==> config.mk <==
export PLATFORM = sky130hd
export DESIGN_NAME = tet_tracking_engine_tuning
export DESIGN_NICKNAME = d
export VERILOG_FILES = /design/src/verilog/tet_pkg.sv /design/src/verilog/tet_tracking_engine_tuning.sv
export VERILOG_INCLUDE_DIRS = /design/src /design/src/verilog
export SDC_FILE = /design/constraint.sdc
export NUM_CORES = 1
export LEC_CHECK = 0
export BUFFER_PORTS_ARGS = -buffer_cell sky130_fd_sc_hd__buf_2
export CAP_MARGIN = 20
export CORE_UTILIZATION = 40
export DETAILED_ROUTE_END_ITERATION = 8
export PLACE_DENSITY = 0.6
export SLEW_MARGIN = 20
export SYNTH_ARGS = -nofsm -noshare
export SYNTH_HDL_FRONTEND = slang
export SYNTH_SLANG_ARGS = --single-unit
==> constraint.sdc <==
create_clock -name clock -period 8.6 [get_ports clock]
set_input_delay 1.29 -clock clock [delete_from_list [all_inputs] [get_ports clock]]
set_output_delay 1.29 -clock clock [all_outputs]
set_load 0.02 [all_outputs]
==> src/verilog/tet_defs.svh <==
`ifndef TET_DEFS_SVH
`define TET_DEFS_SVH

// register offsets
`define TET_ADDR_FRAME_RATE     8'h1C
`define TET_ADDR_ADAPT_CTRL     8'h23
`define TET_ADDR_EDGE_PARAMS    8'h28
`define TET_ADDR_PEAK_MOTION    8'h2F
`define TET_ADDR_THRESH_COMP    8'h32
`define TET_ADDR_ADAPT_MIN_MOT  8'h35
`define TET_ADDR_ADAPT_MIN_SCL  8'h36
`define TET_ADDR_ADAPT_RANGES   8'h37
`define TET_ADDR_TARGET_HIGH    8'h45
`define TET_ADDR_TARGET_LOW     8'h46
`define TET_ADDR_EXPOSURE       8'h47
`define TET_ADDR_EXPO_UPPER     8'h49
`define TET_ADDR_EXPO_LOWER     8'h4A
`define TET_ADDR_EXPO_INTERVAL  8'h4B
`define TET_ADDR_EXPO_RAISE     8'h4E
`define TET_ADDR_EXPO_LOWER_ST  8'h4F
`define TET_ADDR_EXPO_SAT_STEP  8'h50
`define TET_ADDR_TIMING_MODE    8'h51
`define TET_ADDR_WAKE_CTRL_A    8'h8D
`define TET_ADDR_WAKE_CTRL_B    8'h8E

// reset values
`define TET_RST_FRAME_RATE      8'hA2
`define TET_RST_ADAPT_CTRL      8'h00
`define TET_RST_EDGE_PARAMS     8'h54
`define TET_RST_THRESH_COMP     8'h30
`define TET_RST_ADAPT_MIN_MOT   8'h10
`define TET_RST_ADAPT_MIN_SCL   8'h08
`define TET_RST_ADAPT_RANGES    8'h45
`define TET_RST_TARGET_HIGH     8'hF0
`define TET_RST_TARGET_LOW      8'hB4
`define TET_RST_EXPOSURE        8'h40
`define TET_RST_EXPO_UPPER      8'hFF
`define TET_RST_EXPO_LOWER      8'h01
`define TET_RST_EXPO_INTERVAL   8'h01
`define TET_RST_EXPO_RAISE      8'h04
`define TET_RST_EXPO_LOWER_ST   8'h04
`define TET_RST_EXPO_SAT_STEP   8'h10
`define TET_RST_TIMING_MODE     8'h00
`define TET_RST_WAKE_CTRL_A     8'h0E
`define TET_RST_WAKE_CTRL_B     8'h31

// field positions
`define TET_BIT_EDGE_KERNEL     5
`define TET_BIT_TIMING_AUTO     0
`define TET_BIT_TIMING_SUN      1
`define TET_BIT_RATE_MANUAL     4
`define TET_BIT_WAKE_ENABLE     0
`define TET_BIT_BRIGHT_DISCARD  7
`define TET_BIT_ADAPT_ENABLE    6

// measure and rate figures
`define TET_MEASURE_FULL        8'hFF
`define TET_RATE_CODE_1K        3'h1
`define TET_RATE_CODE_2K        3'h2
`define TET_RATE_CODE_LOWEST    3'h0
`define TET_VEL_LOW             7'h02
`define TET_VEL_HIGH            7'h06

// timing
`define TET_CLK_PERIOD_NS       20
`define TET_EXPO_STEP_NS        333
`define TET_EXPO_STEP_CYCLES    ((`TET_EXPO_STEP_NS + `TET_CLK_PERIOD_NS - 1) / `TET_CLK_PERIOD_NS)
`define TET_US_NS               1000
`define TET_US_CYCLES           (`TET_US_NS / `TET_CLK_PERIOD_NS)

`endif

==> src/verilog/tet_pkg.sv <==
package tet_pkg;

	typedef enum logic [2:0] {
		TET_AEC_UNDEF     = 3'h0,
		TET_AEC_LOW       = 3'h1,
		TET_AEC_STABLE    = 3'h2,
		TET_AEC_HIGH      = 3'h3,
		TET_AEC_SATURATED = 3'h4
	} tet_aec_e;

	typedef enum logic [1:0] {
		TET_WF_IDLE  = 2'h0,
		TET_WF_SPACE = 2'h1,
		TET_WF_LOOK  = 2'h2
	} tet_wake_e;

endpackage : tet_pkg

==> src/verilog/tet_tracking_engine_tuning.sv <==
// Operation
// - exposure register counts 333 ns steps, resets 0x40, live in auto, host in manual
// - exposure loop clamps exposure between upper limit and lower limit
// - exposure loop updates once every interval plus one frames
// - measure below low target raises by raise step, above high lowers
// - measure saturated at 255 lowers exposure by the saturation step instead
// - edge kernel select picks 3x3 when 0, wider 5x5 when 1
// - timing mode bit 0 picks manual or ambient choice, bit 1 timing
// - frame rate bit 4 zero means automatic, one means manual code
// - automatic mode steps between 1k, 2k and configured maximum by velocity
// - manual codes 0 to 7 map to 0.5 through 4 kf/s, reset 2
// - automatic maximum codes 2 to 7, codes 0 and 1 forbidden, reset 5
// - wake filter only in automatic power mode, holds lowest run state
// - filter advances to next window as soon as motion is seen (here also after each examined frame without motion)
// - filter enable bit 0, frame count bits 6:1 above one
// - bright motion discard drops motion when saturated and exposure equals 1
// - spacing code 0 to 15 selects 400 us up to 2.6 s
// - loop field gives successful sequences needed to grant motion
// - adaptive enable scales with speed, peak magnitude reports larger axis
// - adaptive scaling from minimum motion and scale over power-of-two ranges
// - exposure held while measure lies between low and high targets
`timescale 1ns/1ps
`include "tet_defs.svh"

module tet_tracking_engine_tuning (
	input  wire logic        clock,
	input  wire logic        nrst,
	input  wire logic [7:0]  regAddr,
	input  wire logic        regWrEn,
	input  wire logic [7:0]  regWrData,
	input  wire logic        regRdEn,
	output logic      [7:0]  regRdData,
	input  wire logic        autoExposureEnable,
	input  wire logic [7:0]  brightestPixelMeasure,
	input  wire logic        ambientHighPin,
	input  wire logic        autoPowerMode,
	input  wire logic        wakeFromSleep,
	input  wire logic        motionDetected,
	input  wire logic [7:0]  motionX,
	input  wire logic [7:0]  motionY,
	output logic             frameStart,
	output logic             exposureActive,
	output logic [7:0]       exposureValue,
	output logic [2:0]       aecStatus,
	output logic             aecLimitReached,
	output logic             edgeKernelSelect,
	output logic             sunlightTiming,
	output logic [2:0]       frameRateCode,
	output logic             holdLowestRun,
	output logic             motionGrant,
	output logic             motionValid,
	output logic [7:0]       adaptiveScale
);

	logic [7:0]  frameRateReg;
	logic [7:0]  adaptCtrl;
	logic [7:0]  edgeParams;
	logic [6:0]  peakMotion;
	logic [7:0]  threshComp;
	logic [7:0]  adaptMinMotion;
	logic [7:0]  adaptMinScale;
	logic [7:0]  adaptRanges;
	logic [7:0]  targetHigh;
	logic [7:0]  targetLow;
	logic [7:0]  exposure;
	logic [7:0]  expoUpper;
	logic [7:0]  expoLower;
	logic [7:0]  expoInterval;
	logic [7:0]  expoRaise;
	logic [7:0]  expoLowerStep;
	logic [7:0]  expoSatStep;
	logic [7:0]  timingMode;
	logic [7:0]  wakeCtrlA;
	logic [7:0]  wakeCtrlB;
	logic        sunAuto;
	logic [7:0]  updateCount;
	logic [5:0]  usDiv;
	logic        usTick;
	logic [11:0] frameUs;
	logic [4:0]  stepDiv;
	logic [7:0]  expoCount;
	logic        ambSync1;
	logic        ambSync2;
	logic        ambSync3;
	logic        ambientHigh;
	tet_pkg::tet_wake_e wakeState;
	logic [21:0] spaceUs;
	logic [5:0]  wakeFrames;
	logic [3:0]  wakeSeqs;
	logic        gatedMotion;
	logic [6:0]  next_peak;
	logic [2:0]  next_rateCode;
	logic [2:0]  autoMax;
	logic [7:0]  next_scale;
	logic [11:0] scaledMotion;
	logic [11:0] motionSpan;

	function automatic logic [6:0] absMag(input logic [7:0] v);
		logic [7:0] a;
		a = v[7] ? (8'h00 - v) : v;
		absMag = a[7] ? 7'h7F : a[6:0];
	endfunction : absMag

	// frame period in microseconds for a rate code
	function automatic logic [11:0] framePeriodUs(input logic [2:0] code);
		case (code)
			3'h0:    framePeriodUs = 12'd2000;
			3'h1:    framePeriodUs = 12'd1000;
			3'h2:    framePeriodUs = 12'd500;
			3'h3:    framePeriodUs = 12'd400;
			3'h4:    framePeriodUs = 12'd350;
			3'h5:    framePeriodUs = 12'd300;
			3'h6:    framePeriodUs = 12'd275;
			default: framePeriodUs = 12'd250;
		endcase
	endfunction : framePeriodUs

	// spacing between examined frames in microseconds
	function automatic logic [21:0] spacingUs(input logic [3:0] code);
		case (code)
			4'h0:    spacingUs = 22'd400;
			4'h1:    spacingUs = 22'd1000;
			4'h2:    spacingUs = 22'd1400;
			4'h3:    spacingUs = 22'd2000;
			4'h4:    spacingUs = 22'd4000;
			4'h5:    spacingUs = 22'd10000;
			4'h6:    spacingUs = 22'd20000;
			4'h7:    spacingUs = 22'd50000;
			4'h8:    spacingUs = 22'd100000;
			4'h9:    spacingUs = 22'd150000;
			4'hA:    spacingUs = 22'd200000;
			4'hB:    spacingUs = 22'd500000;
			4'hC:    spacingUs = 22'd1000000;
			4'hD:    spacingUs = 22'd1500000;
			4'hE:    spacingUs = 22'd2000000;
			default: spacingUs = 22'd2600000;
		endcase
	endfunction : spacingUs

	function automatic logic [7:0] clampExpo(input logic [8:0] v,
		input logic [7:0] lo, input logic [7:0] hi);
		if (v > {1'b0, hi})
			clampExpo = hi;
		else if (v < {1'b0, lo})
			clampExpo = lo;
		else
			clampExpo = v[7:0];
	endfunction : clampExpo

	// register write port
	always_ff @(posedge clock)
	begin
		if (!nrst)
		begin
			frameRateReg   <= `TET_RST_FRAME_RATE;
			adaptCtrl      <= `TET_RST_ADAPT_CTRL;
			edgeParams     <= `TET_RST_EDGE_PARAMS;
			threshComp     <= `TET_RST_THRESH_COMP;
			adaptMinMotion <= `TET_RST_ADAPT_MIN_MOT;
			adaptMinScale  <= `TET_RST_ADAPT_MIN_SCL;
			adaptRanges    <= `TET_RST_ADAPT_RANGES;
			targetHigh     <= `TET_RST_TARGET_HIGH;
			targetLow      <= `TET_RST_TARGET_LOW;
			expoUpper      <= `TET_RST_EXPO_UPPER;
			expoLower      <= `TET_RST_EXPO_LOWER;
			expoInterval   <= `TET_RST_EXPO_INTERVAL;
			expoRaise      <= `TET_RST_EXPO_RAISE;
			expoLowerStep  <= `TET_RST_EXPO_LOWER_ST;
			expoSatStep    <= `TET_RST_EXPO_SAT_STEP;
			timingMode     <= `TET_RST_TIMING_MODE;
			wakeCtrlA      <= `TET_RST_WAKE_CTRL_A;
			wakeCtrlB      <= `TET_RST_WAKE_CTRL_B;
		end
		else if (regWrEn)
		begin
			case (regAddr)
				`TET_ADDR_FRAME_RATE:    frameRateReg   <= regWrData;
				`TET_ADDR_ADAPT_CTRL:    adaptCtrl      <= regWrData;
				`TET_ADDR_EDGE_PARAMS:   edgeParams     <= regWrData;
				`TET_ADDR_THRESH_COMP:   threshComp     <= regWrData;
				`TET_ADDR_ADAPT_MIN_MOT: adaptMinMotion <= regWrData;
				`TET_ADDR_ADAPT_MIN_SCL: adaptMinScale  <= regWrData;
				`TET_ADDR_ADAPT_RANGES:  adaptRanges    <= regWrData;
				`TET_ADDR_TARGET_HIGH:   targetHigh     <= regWrData;
				`TET_ADDR_TARGET_LOW:    targetLow      <= regWrData;
				`TET_ADDR_EXPO_UPPER:    expoUpper      <= regWrData;
				`TET_ADDR_EXPO_LOWER:    expoLower      <= regWrData;
				`TET_ADDR_EXPO_INTERVAL: expoInterval   <= regWrData;
				`TET_ADDR_EXPO_RAISE:    expoRaise      <= regWrData;
				`TET_ADDR_EXPO_LOWER_ST: expoLowerStep  <= regWrData;
				`TET_ADDR_EXPO_SAT_STEP: expoSatStep    <= regWrData;
				`TET_ADDR_TIMING_MODE:   timingMode     <= regWrData;
				`TET_ADDR_WAKE_CTRL_A:   wakeCtrlA      <= regWrData;
				`TET_ADDR_WAKE_CTRL_B:   wakeCtrlB      <= regWrData;
				default:                 ;
			endcase
		end
	end

	// register read port, unmapped reads give zero
	always_ff @(posedge clock)
	begin
		if (!nrst)
			regRdData <= 8'h00;
		else if (regRdEn)
		begin
			case (regAddr)
				`TET_ADDR_FRAME_RATE:    regRdData <= frameRateReg;
				`TET_ADDR_ADAPT_CTRL:    regRdData <= adaptCtrl;
				`TET_ADDR_EDGE_PARAMS:   regRdData <= edgeParams;
				`TET_ADDR_PEAK_MOTION:   regRdData <= {1'b0, peakMotion};
				`TET_ADDR_THRESH_COMP:   regRdData <= threshComp;
				`TET_ADDR_ADAPT_MIN_MOT: regRdData <= adaptMinMotion;
				`TET_ADDR_ADAPT_MIN_SCL: regRdData <= adaptMinScale;
				`TET_ADDR_ADAPT_RANGES:  regRdData <= adaptRanges;
				`TET_ADDR_TARGET_HIGH:   regRdData <= targetHigh;
				`TET_ADDR_TARGET_LOW:    regRdData <= targetLow;
				`TET_ADDR_EXPOSURE:      regRdData <= exposure;
				`TET_ADDR_EXPO_UPPER:    regRdData <= expoUpper;
				`TET_ADDR_EXPO_LOWER:    regRdData <= expoLower;
				`TET_ADDR_EXPO_INTERVAL: regRdData <= expoInterval;
				`TET_ADDR_EXPO_RAISE:    regRdData <= expoRaise;
				`TET_ADDR_EXPO_LOWER_ST: regRdData <= expoLowerStep;
				`TET_ADDR_EXPO_SAT_STEP: regRdData <= expoSatStep;
				`TET_ADDR_TIMING_MODE:   regRdData <= timingMode[`TET_BIT_TIMING_AUTO]
					? {timingMode[7:2], sunAuto, timingMode[0]} : timingMode;
				`TET_ADDR_WAKE_CTRL_A:   regRdData <= wakeCtrlA;
				`TET_ADDR_WAKE_CTRL_B:   regRdData <= wakeCtrlB;
				default:                 regRdData <= 8'h00;
			endcase
		end
	end

	// microsecond enable
	always_ff @(posedge clock)
	begin
		if (!nrst || usDiv == 6'(`TET_US_CYCLES - 1))
			usDiv <= 6'h00;
		else
			usDiv <= usDiv + 6'h01;
	end
	assign usTick = (usDiv == 6'(`TET_US_CYCLES - 1));

	// ambient light pin sync, change accepted when stages two and three agree
	always_ff @(posedge clock)
	begin
		if (!nrst)
		begin
			ambSync1    <= 1'b0;
			ambSync2    <= 1'b0;
			ambSync3    <= 1'b0;
			ambientHigh <= 1'b0;
		end
		else
		begin
			ambSync1 <= ambientHighPin;
			ambSync2 <= ambSync1;
			ambSync3 <= ambSync2;
			if (ambSync2 == ambSync3)
				ambientHigh <= ambSync3;
		end
	end

	// sunlight timing choice
	always_ff @(posedge clock)
	begin
		if (!nrst)
		begin
			sunAuto        <= 1'b0;
			sunlightTiming <= 1'b0;
		end
		else
		begin
			sunAuto <= ambientHigh;
			sunlightTiming <= timingMode[`TET_BIT_TIMING_AUTO] ? sunAuto
				: timingMode[`TET_BIT_TIMING_SUN];
		end
	end

	assign autoMax = (frameRateReg[7:5] < `TET_RATE_CODE_2K) ? `TET_RATE_CODE_2K
		: frameRateReg[7:5];

	always_comb
	begin
		if (holdLowestRun)
			next_rateCode = `TET_RATE_CODE_LOWEST;
		else if (frameRateReg[`TET_BIT_RATE_MANUAL])
			next_rateCode = frameRateReg[2:0];
		else if (peakMotion < `TET_VEL_LOW)
			next_rateCode = `TET_RATE_CODE_1K;
		else if (peakMotion < `TET_VEL_HIGH)
			next_rateCode = `TET_RATE_CODE_2K;
		else
			next_rateCode = autoMax;
	end

	// frame timer; rate code only changes at a frame boundary
	always_ff @(posedge clock)
	begin
		if (!nrst)
		begin
			frameUs       <= 12'h000;
			frameStart    <= 1'b0;
			frameRateCode <= 3'h2;
		end
		else
		begin
			frameStart <= 1'b0;
			if (usTick)
			begin
				if (frameUs >= framePeriodUs(frameRateCode) - 12'h001)
				begin
					frameUs       <= 12'h000;
					frameStart    <= 1'b1;
					frameRateCode <= next_rateCode;
				end
				else
					frameUs <= frameUs + 12'h001;
			end
		end
	end

	// exposure loop and host writes to the exposure register
	always_ff @(posedge clock)
	begin
		if (!nrst)
		begin
			exposure        <= `TET_RST_EXPOSURE;
			updateCount     <= 8'h00;
			aecStatus       <= tet_pkg::TET_AEC_UNDEF;
			aecLimitReached <= 1'b0;
		end
		else if (regWrEn && regAddr == `TET_ADDR_EXPOSURE && !autoExposureEnable)
			exposure <= regWrData;
		else if (frameStart && autoExposureEnable)
		begin
			if (updateCount >= expoInterval)
			begin
				updateCount <= 8'h00;
				if (brightestPixelMeasure == `TET_MEASURE_FULL)
				begin
					// a step larger than the exposure floors at zero before the clamp
					exposure  <= clampExpo((exposure < expoSatStep) ? 9'h000
						: {1'b0, exposure} - {1'b0, expoSatStep}, expoLower, expoUpper);
					aecStatus <= tet_pkg::TET_AEC_SATURATED;
					aecLimitReached <= ({1'b0, exposure} < {1'b0, expoSatStep} + {1'b0, expoLower});
				end
				else if (brightestPixelMeasure > targetHigh)
				begin
					exposure  <= clampExpo((exposure < expoLowerStep) ? 9'h000
						: {1'b0, exposure} - {1'b0, expoLowerStep}, expoLower, expoUpper);
					aecStatus <= tet_pkg::TET_AEC_HIGH;
					aecLimitReached <= ({1'b0, exposure} < {1'b0, expoLowerStep} + {1'b0, expoLower});
				end
				else if (brightestPixelMeasure < targetLow)
				begin
					exposure  <= clampExpo({1'b0, exposure} + {1'b0, expoRaise},
						expoLower, expoUpper);
					aecStatus <= tet_pkg::TET_AEC_LOW;
					aecLimitReached <= ({1'b0, exposure} + {1'b0, expoRaise} > {1'b0, expoUpper});
				end
				else
				begin
					aecStatus       <= tet_pkg::TET_AEC_STABLE;
					aecLimitReached <= 1'b0;
				end
			end
			else
				updateCount <= updateCount + 8'h01;
		end
	end

	// exposure gate, one count per 333 ns step, rounded up to 17 clocks (340 ns)
	always_ff @(posedge clock)
	begin
		if (!nrst)
		begin
			expoCount      <= 8'h00;
			stepDiv        <= 5'h00;
			exposureActive <= 1'b0;
			exposureValue  <= `TET_RST_EXPOSURE;
		end
		else
		begin
			exposureValue <= exposure;
			if (frameStart)
			begin
				expoCount      <= exposure;
				stepDiv        <= 5'h00;
				exposureActive <= (exposure != 8'h00);
			end
			else if (expoCount != 8'h00)
			begin
				if (stepDiv == 5'(`TET_EXPO_STEP_CYCLES - 1))
				begin
					stepDiv   <= 5'h00;
					expoCount <= expoCount - 8'h01;
					exposureActive <= (expoCount != 8'h01);
				end
				else
					stepDiv <= stepDiv + 5'h01;
			end
		end
	end

	always_ff @(posedge clock)
	begin
		if (!nrst)
			edgeKernelSelect <= 1'b0;
		else
			edgeKernelSelect <= edgeParams[`TET_BIT_EDGE_KERNEL];
	end

	assign gatedMotion = motionDetected && !(wakeCtrlA[`TET_BIT_BRIGHT_DISCARD]
		&& brightestPixelMeasure == `TET_MEASURE_FULL && exposure == 8'h01);

	always_ff @(posedge clock)
	begin
		if (!nrst)
			motionValid <= 1'b0;
		else
			motionValid <= gatedMotion;
	end

	// wake motion filter
	always_ff @(posedge clock)
	begin
		if (!nrst)
		begin
			wakeState     <= tet_pkg::TET_WF_IDLE;
			holdLowestRun <= 1'b0;
			motionGrant   <= 1'b0;
			spaceUs       <= 22'h000000;
			wakeFrames    <= 6'h00;
			wakeSeqs      <= 4'h0;
		end
		else
		begin
			motionGrant <= 1'b0;
			case (wakeState)
				tet_pkg::TET_WF_IDLE:
				begin
					if (wakeFromSleep && autoPowerMode
						&& wakeCtrlA[`TET_BIT_WAKE_ENABLE])
					begin
						wakeState     <= tet_pkg::TET_WF_SPACE;
						holdLowestRun <= 1'b1;
						spaceUs       <= 22'h000000;
						wakeFrames    <= 6'h00;
						wakeSeqs      <= 4'h0;
					end
				end
				tet_pkg::TET_WF_SPACE:
				begin
					if (usTick)
					begin
						if (spaceUs >= spacingUs(wakeCtrlB[3:0]) - 22'h000001)
						begin
							spaceUs   <= 22'h000000;
							wakeState <= tet_pkg::TET_WF_LOOK;
						end
						else
							spaceUs <= spaceUs + 22'h000001;
					end
				end
				tet_pkg::TET_WF_LOOK:
				begin
					if (frameStart)
					begin
						wakeState <= tet_pkg::TET_WF_SPACE;
						if (gatedMotion)
						begin
							wakeFrames <= 6'h00;
							if (wakeSeqs + 4'h1 >= wakeCtrlB[7:4])
							begin
								wakeState     <= tet_pkg::TET_WF_IDLE;
								holdLowestRun <= 1'b0;
								motionGrant   <= 1'b1;
							end
							else
								wakeSeqs <= wakeSeqs + 4'h1;
						end
						else if (wakeFrames + 6'h01 >= wakeCtrlA[6:1])
							wakeFrames <= 6'h00;
						else
							wakeFrames <= wakeFrames + 6'h01;
					end
				end
				default:
				begin
					wakeState     <= tet_pkg::TET_WF_IDLE;
					holdLowestRun <= 1'b0;
				end
			endcase
			if (!autoPowerMode || !wakeCtrlA[`TET_BIT_WAKE_ENABLE])
			begin
				wakeState     <= tet_pkg::TET_WF_IDLE;
				holdLowestRun <= 1'b0;
			end
		end
	end

	// adaptive scaling
	assign next_peak    = (absMag(motionX) > absMag(motionY)) ? absMag(motionX) : absMag(motionY);
	assign scaledMotion = {next_peak, 5'h00};
	assign motionSpan   = scaledMotion - {4'h0, adaptMinMotion};

	always_comb
	begin
		if (!adaptCtrl[`TET_BIT_ADAPT_ENABLE] || scaledMotion <= {4'h0, adaptMinMotion})
			next_scale = adaptMinScale;
		else if (motionSpan >= (12'h001 << adaptRanges[2:0]))
			next_scale = adaptMinScale + 8'(9'h001 << adaptRanges[6:4]);
		else
			next_scale = adaptMinScale
				+ 8'(({8'h00, motionSpan} << adaptRanges[6:4]) >> adaptRanges[2:0]);
	end

	always_ff @(posedge clock)
	begin
		if (!nrst)
		begin
			peakMotion    <= 7'h00;
			adaptiveScale <= `TET_RST_ADAPT_MIN_SCL;
		end
		else if (frameStart)
		begin
			peakMotion    <= next_peak;
			adaptiveScale <= next_scale;
		end
	end

endmodule : tet_tracking_engine_tuning

* Word-level counts from Yosys, hierarchy flattened
Memory sizes are Yosys's and may differ from the RTL's. A register that Yosys moved wholly into a read port is not among the register bits.
Index checks and enable logic that the tools add are counted.
** Word-level totals
- Register bits :: 269
- Output and inout port bits :: 38
- Word-level logic and storage cells :: 270
- Bits in read-only memories :: 288
- RAM bits :: 0
- Bits in latches :: 0
- Bits of input ports :: 49
- Memories :: 1
** Cells by class
- Add/subtract/negate cells :: 19
- Muxes and demuxes :: 75
- Shift operators :: 4
- Reductions and logical operators :: 59
- Bitwise logic cells :: 3
- Magnitude comparators :: 22
- Multiply operators :: 0
- Equality and inequality tests :: 41
- Div/mod/pow operators :: 0
** Memories
- (name not given) :: words 16, bits a word 18, read ports 1, clocked after Yosys merged registers in 1, wr ports 0, line tet_tracking_engine_tuning.sv:120 : case (code)
** Operators by type and width (number)
- $mux 8 :: 20
- $pmux 8 s20 :: 1
- $mux 22 :: 6
- $eq 8x7->1 const B :: 10
- $pmux 11 s7 :: 1
- $eq 8x6->1 const B :: 7
- $pmux 22 s2 :: 1
- $reduce_and 2->1 :: 22
- $mux 12 :: 3
- $add 8x8->9 :: 3
- $gt 9x8->1 :: 3
- $lt 9x8->1 :: 3
- $eq 8x8->1 const B :: 3
- $ge 12x12->1 :: 2
- $lt 8x8->1 :: 3
- $mux 4 :: 6
- $add 22x1->22 const B :: 1
- $ge 22x22->1 :: 1
- $sub 22x1->22 const B :: 1
- $mux 7 :: 3
- $shl 12x3->20 :: 1
- $shr 20x3->8 :: 1
- $lt 8x9->1 :: 2
- $mux 3 :: 6
- 53 further kinds :: 113

* Depth between registers and ports, before layout
Gate-level depths: netlist of run 1.
- Depth in word-level cells :: 11
- Depth in mapped cells :: 39
- Gate-level depth less buffers :: 36

* Least setup slack after synthesis of run 1
OpenSTA, ideal clock, no wires.
- Path type :: in2reg
- From :: input port motionY[1]
- To :: register adaptiveScale[7]
- Required time :: 8526 ps
- Setup time :: 74 ps
- Path slack :: 295 ps
- Stages :: 35
- Arrival :: 8231 ps
- Buffers on the path :: 3
- Cells stage by stage :: or3_4 > or3_1 > nor3_1 > o21a_1 > o22ai_1 > ha_1 > a21oi_1 > a21o_1 > a21boi_0 > clkbuf_1 > a21oi_1 > ha_1 > nor4b_2 > a21oi_1 > xor2_1 > inv_1 > ha_1 > o21ai_0 > o21bai_1 > nor4_1 > and4_1 > clkbuf_1 > clkbuf_1 > mux2_2 > ha_1 > a21o_1 > a21o_1 > a21o_1 > a21oi_1 > nor2b_1 > o21ai_0 > nor2b_1 > xor2_1 > or3_1 > a31oi_1
** On the way
- Longest elaborated chain between the ends :: 11
- Elaborated cells between the ends (all ways) :: 14
- Those cells by class :: 3 x add/sub; 3 x order compare; 2 x shift; 5 x mux; 1 x reduce/logical
** Ends and longest elaborated chain
- from (decl) :: line tet_tracking_engine_tuning.sv:40 : input wire logic [7:0] motionY,
- $sub 1x8->8 :: line tet_tracking_engine_tuning.sv:100 : a = v[7] ? (8'h00 - v) : v;
- $mux 8 * :: line tet_tracking_engine_tuning.sv:100
- $mux 7 * :: line tet_tracking_engine_tuning.sv:101 : absMag = a[7] ? 7'h7F : a[6:0];
- $gt 7x7->1 :: line tet_tracking_engine_tuning.sv:504 : assign next_peak = (absMag(motionX) > absMag(motionY)) ? absMag(motionX) : absMag(motionY);
- $mux 7 * :: line tet_tracking_engine_tuning.sv:504
- named net next_peak[0] :: line tet_tracking_engine_tuning.sv:91 : logic [6:0] next_peak;
- $sub 12x8->12 :: line tet_tracking_engine_tuning.sv:506 : assign motionSpan = scaledMotion - {4'h0, adaptMinMotion};
- $shl 12x3->20 :: line tet_tracking_engine_tuning.sv:516 : + 8'(({8'h00, motionSpan} << adaptRanges[6:4]) >> adaptRanges[2:0]);
- $shr 20x3->8 :: line tet_tracking_engine_tuning.sv:516
- $add 8x8->8 :: line tet_tracking_engine_tuning.sv:516
- $mux 8 :: line tet_tracking_engine_tuning.sv:512 : else if (motionSpan >= (12'h001 << adaptRanges[2:0]))
- $mux 8 * :: line tet_tracking_engine_tuning.sv:510 : if (!adaptCtrl[`TET_BIT_ADAPT_ENABLE] || scaledMotion <= {4'h0, adaptMinMotion})
- to (signal assigned) :: line tet_tracking_engine_tuning.sv:524 : adaptiveScale <= `TET_RST_ADAPT_MIN_SCL;
- to (signal assigned) :: line tet_tracking_engine_tuning.sv:529 : adaptiveScale <= next_scale;
- to (decl) :: line tet_tracking_engine_tuning.sv:52 : output logic [7:0] adaptiveScale
The timed path passes the listed nets; every way through them passes the cells marked *.
A chain may end at the register's enable or synchronous reset.

* Worst setup path after layout of run 1
Same ends and word-level chain as after synthesis.

==> metrics.md, run 1 <==
| Metric | Value |
|---|---|
| Status | `complete, no violations` |
| Routed wire length | `66100 um` |
| Worst-margin pin slew | `1.18 ns` |
| Final WS setup | `0.472 ns` |
| Number of H-tree levels | `2` |
| DR pass1 iterations | `6` |
| Net Switching | `0.000838 W` |
| Max stage delay cell, worst path | `mux4_2` |
| Register area share after synthesis | `28.9%` |
| Hold Slack | `0.451 ns` |
| Via count | `19000` |
| Placer congestion estimate | `0.958` |
| RSZ-0062 raised after global routing | `no` |
| Post-DRT Antenna Nets | `0` |
| Top reg by flops | `spaceUs` |
| Net count after synthesis | `2812` |
| Post-route minimum period | `8.13 ns` |
| Data arrival, critical path | `8.60 ns` |
| Num rows | `81` |
| Worst-skew pair later-pin latency | `0.58 ns` |
| Fin. max-slew vios | `0` |
| Initial antenna violation count | `1` |
| Largest registers | `spaceUs: 22 flops, frameUs: 12 flops` |
| Tot GR Track Use | `25.8%` |
| Cell-internal power | `0.00237 W` |
| Hold Path Class | `flip-flop to flip-flop` |
| Worst reg-to-reg setup slack | `2.22 ns` |
| Post-Syn Instances | `2551` |
| Starting density of the core | `40.6%` |
| Max Cap Viol | `0` |
| CTS tree | `yes` |
| Total CTS buffers | `36` |
| FFs w/ async S/R, synth | `0%` |
| Cell Pwr Density | `145 nW/um2` |
| Fmax | `0.123 GHz` |
| DR vias/cell | `5.84` |
| Placed cell count | `3199` |
| First-pass GRT wire length | `103000 um` |
| Max FFs per register | `22` |
| ANT cells | `0` |
| Flop pwr share | `41.6%` |
| Buffers on Ports | `86` |
| Hold Vio Cnt, Final | `0` |
| Critical R2R Capture | `exposure[5]$_SDFFE_PN0P_` |
| GR Util met1 | `34.2%` |
| IO Count | `87` |
| Syn Area/Cell | `7.80 um2` |
| Fin crit share | `94.5%` |
| Root Driver | `clkbuf_16` |
| Layout cell share with drive strength beyond 1 | `9.05%` |
| DPL Wire Length | `48000 um` |
| CP Class | `input port to flip-flop` |
| Wire per inst | `20.3 um` |
| Iter 0 DRT Violations | `1720` |
| DIE HEIGHT | `225 um` |
| End-of-flow core utilization | `45.2%` |
| Synth Cell Area | `19900 um2` |
| Most used DFF post-synth | `dfxtp_1` |
| End of the critical path | `adaptiveScale[7]$_SDFFE_PN0P_` |
| Hold_buf cts | `0` |
| Busiest grt layer | `met2` |
| Worst Hold Launch | `threshComp[7]$_SDFFE_PN0P_` |
| Post-Layout Cell Count | `3261` |
| CP Capture Type | `flip-flop` |
| Residual DRC | `0` |
| Final Skew | `0.0322 ns` |
| R2R cell count | `24` |
| Gate power share | `10.1%` |
| Die X | `225 um` |
| Post-synth EDFFs | `0` |
| Clk sinks | `287` |
| Floorplan core area | `49100 um2` |
| Sw Share | `26.1%` |
| Relative slew slack | `21.4%` |
| LEAKAGE | `9.35 nW` |
| Grt ovf | `0` |
| CP required | `9.07 ns` |
| Setup_tns | `0 ns` |
| Crit path max fanout | `6` |
| Clock slew at reported path FFs | `0.05 ns` |
| Number of global-route vias before repair | `18000` |
| Power share of the clock group | `48.3%` |
| Synthesis warning total | `0` |
| M3 GR Usage | `4.34%` |
| Max VDD drop | `0.128 mV` |
| Grt met2 use | `41.4%` |
| CP Launch Point | `motionY[1]` |
| Crit-path max cell delay | `0.54 ns` |
| Fill cell count | `4890` |
| Critical path launch point type | `input port` |
| Worst-case clock buffer depth | `3` |
| Endpoints failing setup | `0` |
| Die area | `50700 um2` |
| Largest net degree at the start of global routing | `82` |
| Synth cell types | `93` |
| Final nets | `2834` |
| Synth-to-layout area growth | `11.4%` |
| Post-Place Setup Slack | `-0.147 ns` |
| Critical R2R Launch | `exposure[1]$_SDFFE_PN0P_` |
| Flops & latches, synth | `287` |
[power groups by stage]
stage,clock (W),combinational (W),sequential (W)
final,0.00155,0.000325,0.00134
after global routing,0.00163,0.000355,0.00134
after CTS,0.00158,0.000318,0.00134
after detailed placement,0,0.000316,0.00137
after global placement,0,0.000313,0.00137
after floorplan,0,0.000221,0.00136
[cells in the final DEF, fill, tap and decap left out, types with 33 or more instances in the layout]
cell,synthesis,routed
xnor2_1,56,56
dfxtp_1,287,286
nand2_1,337,337
buf_4,1,34
inv_1,128,128
nor3_1,47,45
clkbuf_16,0,38
a21oi_1,216,216
nand3_1,122,122
buf_2,4,85
mux2i_1,60,60
xor2_1,51,51
ha_1,206,206
nand2b_1,33,33
nor2_1,230,230
o21ai_0,106,106
a21o_1,61,61
[Yosys cell counts (all sizes together) (13+ instances only)]
cell type  instances  area, um2
inv              129        484
nand4             28        175
buf               15       65.1
a21o              61        458
o21bai            15        113
nor2             231        870
and3              20        125
nor2b             29        181
dfxtp            287       5750
nand2            337       1260
xor2              51        447
or3               14       93.8
o21ai            114        578
o21a              28        210
mux2              13        150
nor4              15       93.8
xnor2             56        490
a221oi            23        201
ha               206       2580
a31oi             16        100
nand2b            33        206
a22oi             25        188
a211oi            22        165
mux2i             61        614
and2              24        150
clkbuf           120        450
o211ai            31        233
nor3              49        255
a21oi            217       1090
nand3            122        611
[metrics by stage]
stage / power, W / instance area [um2]
after floorplan: 0.00159 / 19900
after global placement: 0.00168 / 20900
after detailed placement: 0.00168 / 20900
after CTS: 0.00323 / 22100
after global routing: 0.00332 / 22200
final: 0.00321 / 22200
[kinds of logic after synthesis]
group	share of synthesized area, %
simple gates	22.0
compound gates	21.5
flops	28.9
buf+inv	5.10
fa+ha+maj	13.6
xor+xnor	4.71
mux	4.31
other cells	0.0188
[final cells by class]
cell class	count	area [um2]	area share [%]
timing repair buffer	119	681	3.07
multi-input combinational	1996	13200	59.6
sequential	287	5750	25.9
clock inverter	9	114	0.513
clock buffer	53	1080	4.86
tap	664	831	3.75
inverter	133	502	2.26
[critical path: cells and delay by family]
family / cells / cell delay [ns]
adders and majority gates: 3 / 0.90
muxes: 4 / 1.22
xor gates and xnor gates: 2 / 0.18
AOI/OAI and AO/OA: 12 / 1.70
buffers and inverters: 2 / 0.30
and+or+nand+nor: 14 / 2.99
[worst min path at each step]
stage | endpoint | cells past startpoint | slack, ns
2_1_floorplan | ambSync2$_SDFF_PN0_ | 1 | 0.41
3_3_place_gp | threshComp[7]$_SDFFE_PN0P_ | 2 | 0.44
3_5_place_dp | threshComp[7]$_SDFFE_PN0P_ | 2 | 0.45
4_1_cts | threshComp[7]$_SDFFE_PN0P_ | 2 | 0.45
5_1_grt | edgeParams[3]$_SDFFE_PN0P_ | 2 | 0.47
6_report | threshComp[7]$_SDFFE_PN0P_ | 2 | 0.45
[repair_timing]
action                     CTS  global route
setup buffers                0             0
setup endpoints to repair    0             1
gates resized for setup      0             1
[layer usage]
metal / part of all wire [%] / wire, um
met2: 45 / 29500
met3: 7.8 / 5170
met1: 44 / 28900
met4: 3.8 / 2480
met5: 0.020 / 13
Power figures use the tool's default switching activity.
==> run 2, diff against run 1 <==
--- a/config.mk
+++ b/config.mk
@@ -6,7 +6,7 @@
 export SDC_FILE = /design/constraint.sdc
 export NUM_CORES = 1
 export LEC_CHECK = 0
-export BUFFER_PORTS_ARGS = -buffer_cell sky130_fd_sc_hd__buf_2
+export BUFFER_PORTS_ARGS = -buffer_cell sky130_fd_sc_hd__buf_4
 export CAP_MARGIN = 20
 export CORE_UTILIZATION = 40
 export DETAILED_ROUTE_END_ITERATION = 8
==> run 2 against run 1 <==
Net effect: die area unchanged; first-iteration DRC count barely moved; worst hold slack lost 0.0076 ns; sequential share of layout area fell by 0.18 points; setup slack better by 0.11 ns; core utilization rose by 0.32 points; clock skew is 0.0029 ns lower; via count fell by 1.0%; critical path depth down 2.
==> metrics.md, run 2 (synthesis results as in run 1) <==
| Metric | Value |
|---|---|
| Residual DRC | `0 (unchanged)` |
| CTS tree | `yes` |
| Crit-path max cell delay | `0.43 ns (-0.11 ns)` |
| Die X | `225 um (unchanged)` |
| Critical R2R Capture | `exposure[1]$_SDFFE_PN0P_` |
| Critical R2R Launch | `exposure[1]$_SDFFE_PN0P_` |
| Worst-skew pair later-pin latency | `0.57 ns (about the same)` |
| Floorplan core area | `49100 um2 (unchanged)` |
| Cell Pwr Density | `143 nW/um2 (-1.4%)` |
| Status | `complete, no violations` |
| Post-route minimum period | `8.02 ns (-0.110 ns)` |
| Top reg by flops | `spaceUs` |
| Placed standard-cell area | `21100 um2 (+0.84%)` |
| Worst-margin pin slew | `1.10 ns (-0.0805 ns)` |
| Synth-to-layout area growth | `12.2%` |
| Fmax | `0.125 GHz (+1.4%)` |
| Worst reg-to-reg setup slack | `2.30 ns (+0.08 ns)` |
| RSZ-0062 raised after global routing | `no` |
| Num rows | `81 (unchanged)` |
| First-pass GRT wire length | `102000 um (-0.46%)` |
| Routed wire length | `65800 um (-0.41%)` |
| Via count | `18900 (-1.0%)` |
| LEAKAGE | `9.36 nW (+0.12%)` |
| Final Skew | `0.0293 ns (-0.00294 ns)` |
| Grt ovf | `0 (unchanged)` |
| CP Launch Point | `motionY[0]` |
| IO Count | `87 (unchanged)` |
| CP Capture Type | `flip-flop` |
| Starting density of the core | `40.6% (unchanged)` |
| Number of global-route vias before repair | `17900 (-0.52%)` |
| Endpoints failing setup | `0 (unchanged)` |
| ANT cells | `0 (unchanged)` |
| Hold path cells | `1 (-1)` |
| End-of-flow core utilization | `45.5% (+0.32 points)` |
| Data arrival, critical path | `8.49 ns (-0.11 ns)` |
| Wire per inst | `20.2 um (-0.28%)` |
| Die area | `50700 um2 (unchanged)` |
| Worst-case clock buffer depth | `3 (unchanged)` |
| Fin. max-slew vios | `0 (unchanged)` |
| Post-route cell area | `22300 um2 (+0.71%)` |
| Hold_buf cts | `0 (unchanged)` |
| Root Driver | `clkbuf_16` |
| DR vias/cell | `5.79 (-0.88%)` |
| Max Cap Viol | `0 (unchanged)` |
| Hold Slack | `0.443 ns (-0.00756 ns)` |
| Fin crit share | `93.2% (-1.3 points)` |
| Relative slew slack | `26.1% (+4.8 points)` |
| Total CTS buffers | `36 (unchanged)` |
| Crit path max fanout | `12 (+6)` |
| CP required | `9.07 ns (about the same)` |
| Critical path launch point type | `input port` |
| Iter 0 DRT Violations | `1721 (+0.058%)` |
| Total power | `0.00319 W (-0.67%)` |
| Layout cell share with drive strength beyond 1 | `9.06% (+0.014 points)` |
| Clk sinks | `287 (unchanged)` |
| R2R cell count | `24 (unchanged)` |
| Placer congestion estimate | `0.968 (+1.1%)` |
| Largest net degree at the start of global routing | `85 (+3.7%)` |
| Max FFs per register | `22 (unchanged)` |
| DPL Wire Length | `47700 um (-0.55%)` |
| Tot GR Track Use | `25.8% (about the same)` |
| Buffers on Ports | `86 (unchanged)` |
| Clock slew at reported path FFs | `0.06 ns (about the same)` |
| Most frequent cells in the layout | `nand2_1 (337), dfxtp_1 (286), nor2_1 (229)` |
| Commonest non-fill, non-tap cell in the layout | `nand2_1` |
| CP Class | `input port to flip-flop` |
| Hold Vio Cnt, Final | `0 (unchanged)` |
| DIE HEIGHT | `225 um (unchanged)` |
| Most frequent CP cell | `ha_1` |
| Hold Path Class | `flip-flop to flip-flop` |
| Final nets | `2829 (-0.18%)` |
| End of the critical path | `adaptiveScale[7]$_SDFFE_PN0P_` |
| DR pass1 iterations | `6 (unchanged)` |
| Max VDD drop | `0.110 mV (-15%)` |
| Max stage delay cell, worst path | `or3b_1` |
| Initial antenna violation count | `0 (-1)` |
| Largest registers | `spaceUs: 22 flops, frameUs: 12 flops` |
| Number of H-tree levels | `2 (unchanged)` |
| Post-DRT Antenna Nets | `0 (unchanged)` |
==> run 2: metrics by stage <==
step | std cells | worst slack, ns | TNS (ns)
after global routing | 3257 | 0.0249 | 0
after global placement | 3194 | 0.114 | 0
after floorplan | 2551 | 0.295 | 0
after detailed placement | 3194 | -0.0492 | -0.0492
after CTS | 3257 | 0.489 | 0
final | 3257 | 0.582 | 0
==> run 2: final cells by class <==
class                      count  area [um2]
clock inverter                 8        63.8
multi-input combinational   1996       13200
tap                          664         831
inverter                     133         502
sequential                   287        5750
timing repair buffer         114         856
fill                        4906       26700
clock buffer                  55        1120
==> run 2: worst min path at each step <==
stage	slack, ns	endpoint	from
3_3_place_gp	0.44	threshComp[7]$_SDFFE_PN0P_	threshComp[7]$_SDFFE_PN0P_
2_1_floorplan	0.41	ambSync2$_SDFF_PN0_	ambSync1$_SDFF_PN0_
3_5_place_dp	0.44	ambSync2$_SDFF_PN0_	ambSync1$_SDFF_PN0_
4_1_cts	0.45	threshComp[7]$_SDFFE_PN0P_	threshComp[7]$_SDFFE_PN0P_
5_1_grt	0.47	threshComp[1]$_SDFFE_PN0P_	threshComp[1]$_SDFFE_PN0P_
6_report	0.44	ambSync2$_SDFF_PN0_	ambSync1$_SDFF_PN0_
==> run 2: report_power, final <==
group | internal (W) | switching (W) | total (W)
Sequential | 0.00133 | 0.00000319 | 0.00134
Combinational | 0.000118 | 0.000212 | 0.000330
Clock | 0.000903 | 0.000622 | 0.00153
Total | 0.00235 | 0.000837 | 0.00319
==> run 2: critical path: cells and delay by family <==
family,cells,cell delay [ns]
multiplexers,1,0.40
buffers and inverters,5,0.54
AND/OR/NAND/NOR,6,1.55
AO/OA/AOI/OAI,16,2.94
XOR/XNOR,2,0.41
adder cells (fa/ha/maj),5,1.35
==> run 2: timing repair <==
item / CTS / global route
setup endpoints to repair: 0 / 2
buffers inserted: 0 / 0
resized for setup: 0 / 2
==> run 2: routing by layer <==
| layer | GRT usage, % | wire [um] | up-vias |
|---|---|---|---|
| li1 | - | - | 9119 |
| met1 | 34.0 | 28300 | 8905 |
| met2 | 41.8 | 29600 | 707 |
| met3 | 4.97 | 5540 | 127 |
| met4 | 9.44 | 2350 | 0 |
| met5 | 0 | 0 | - |
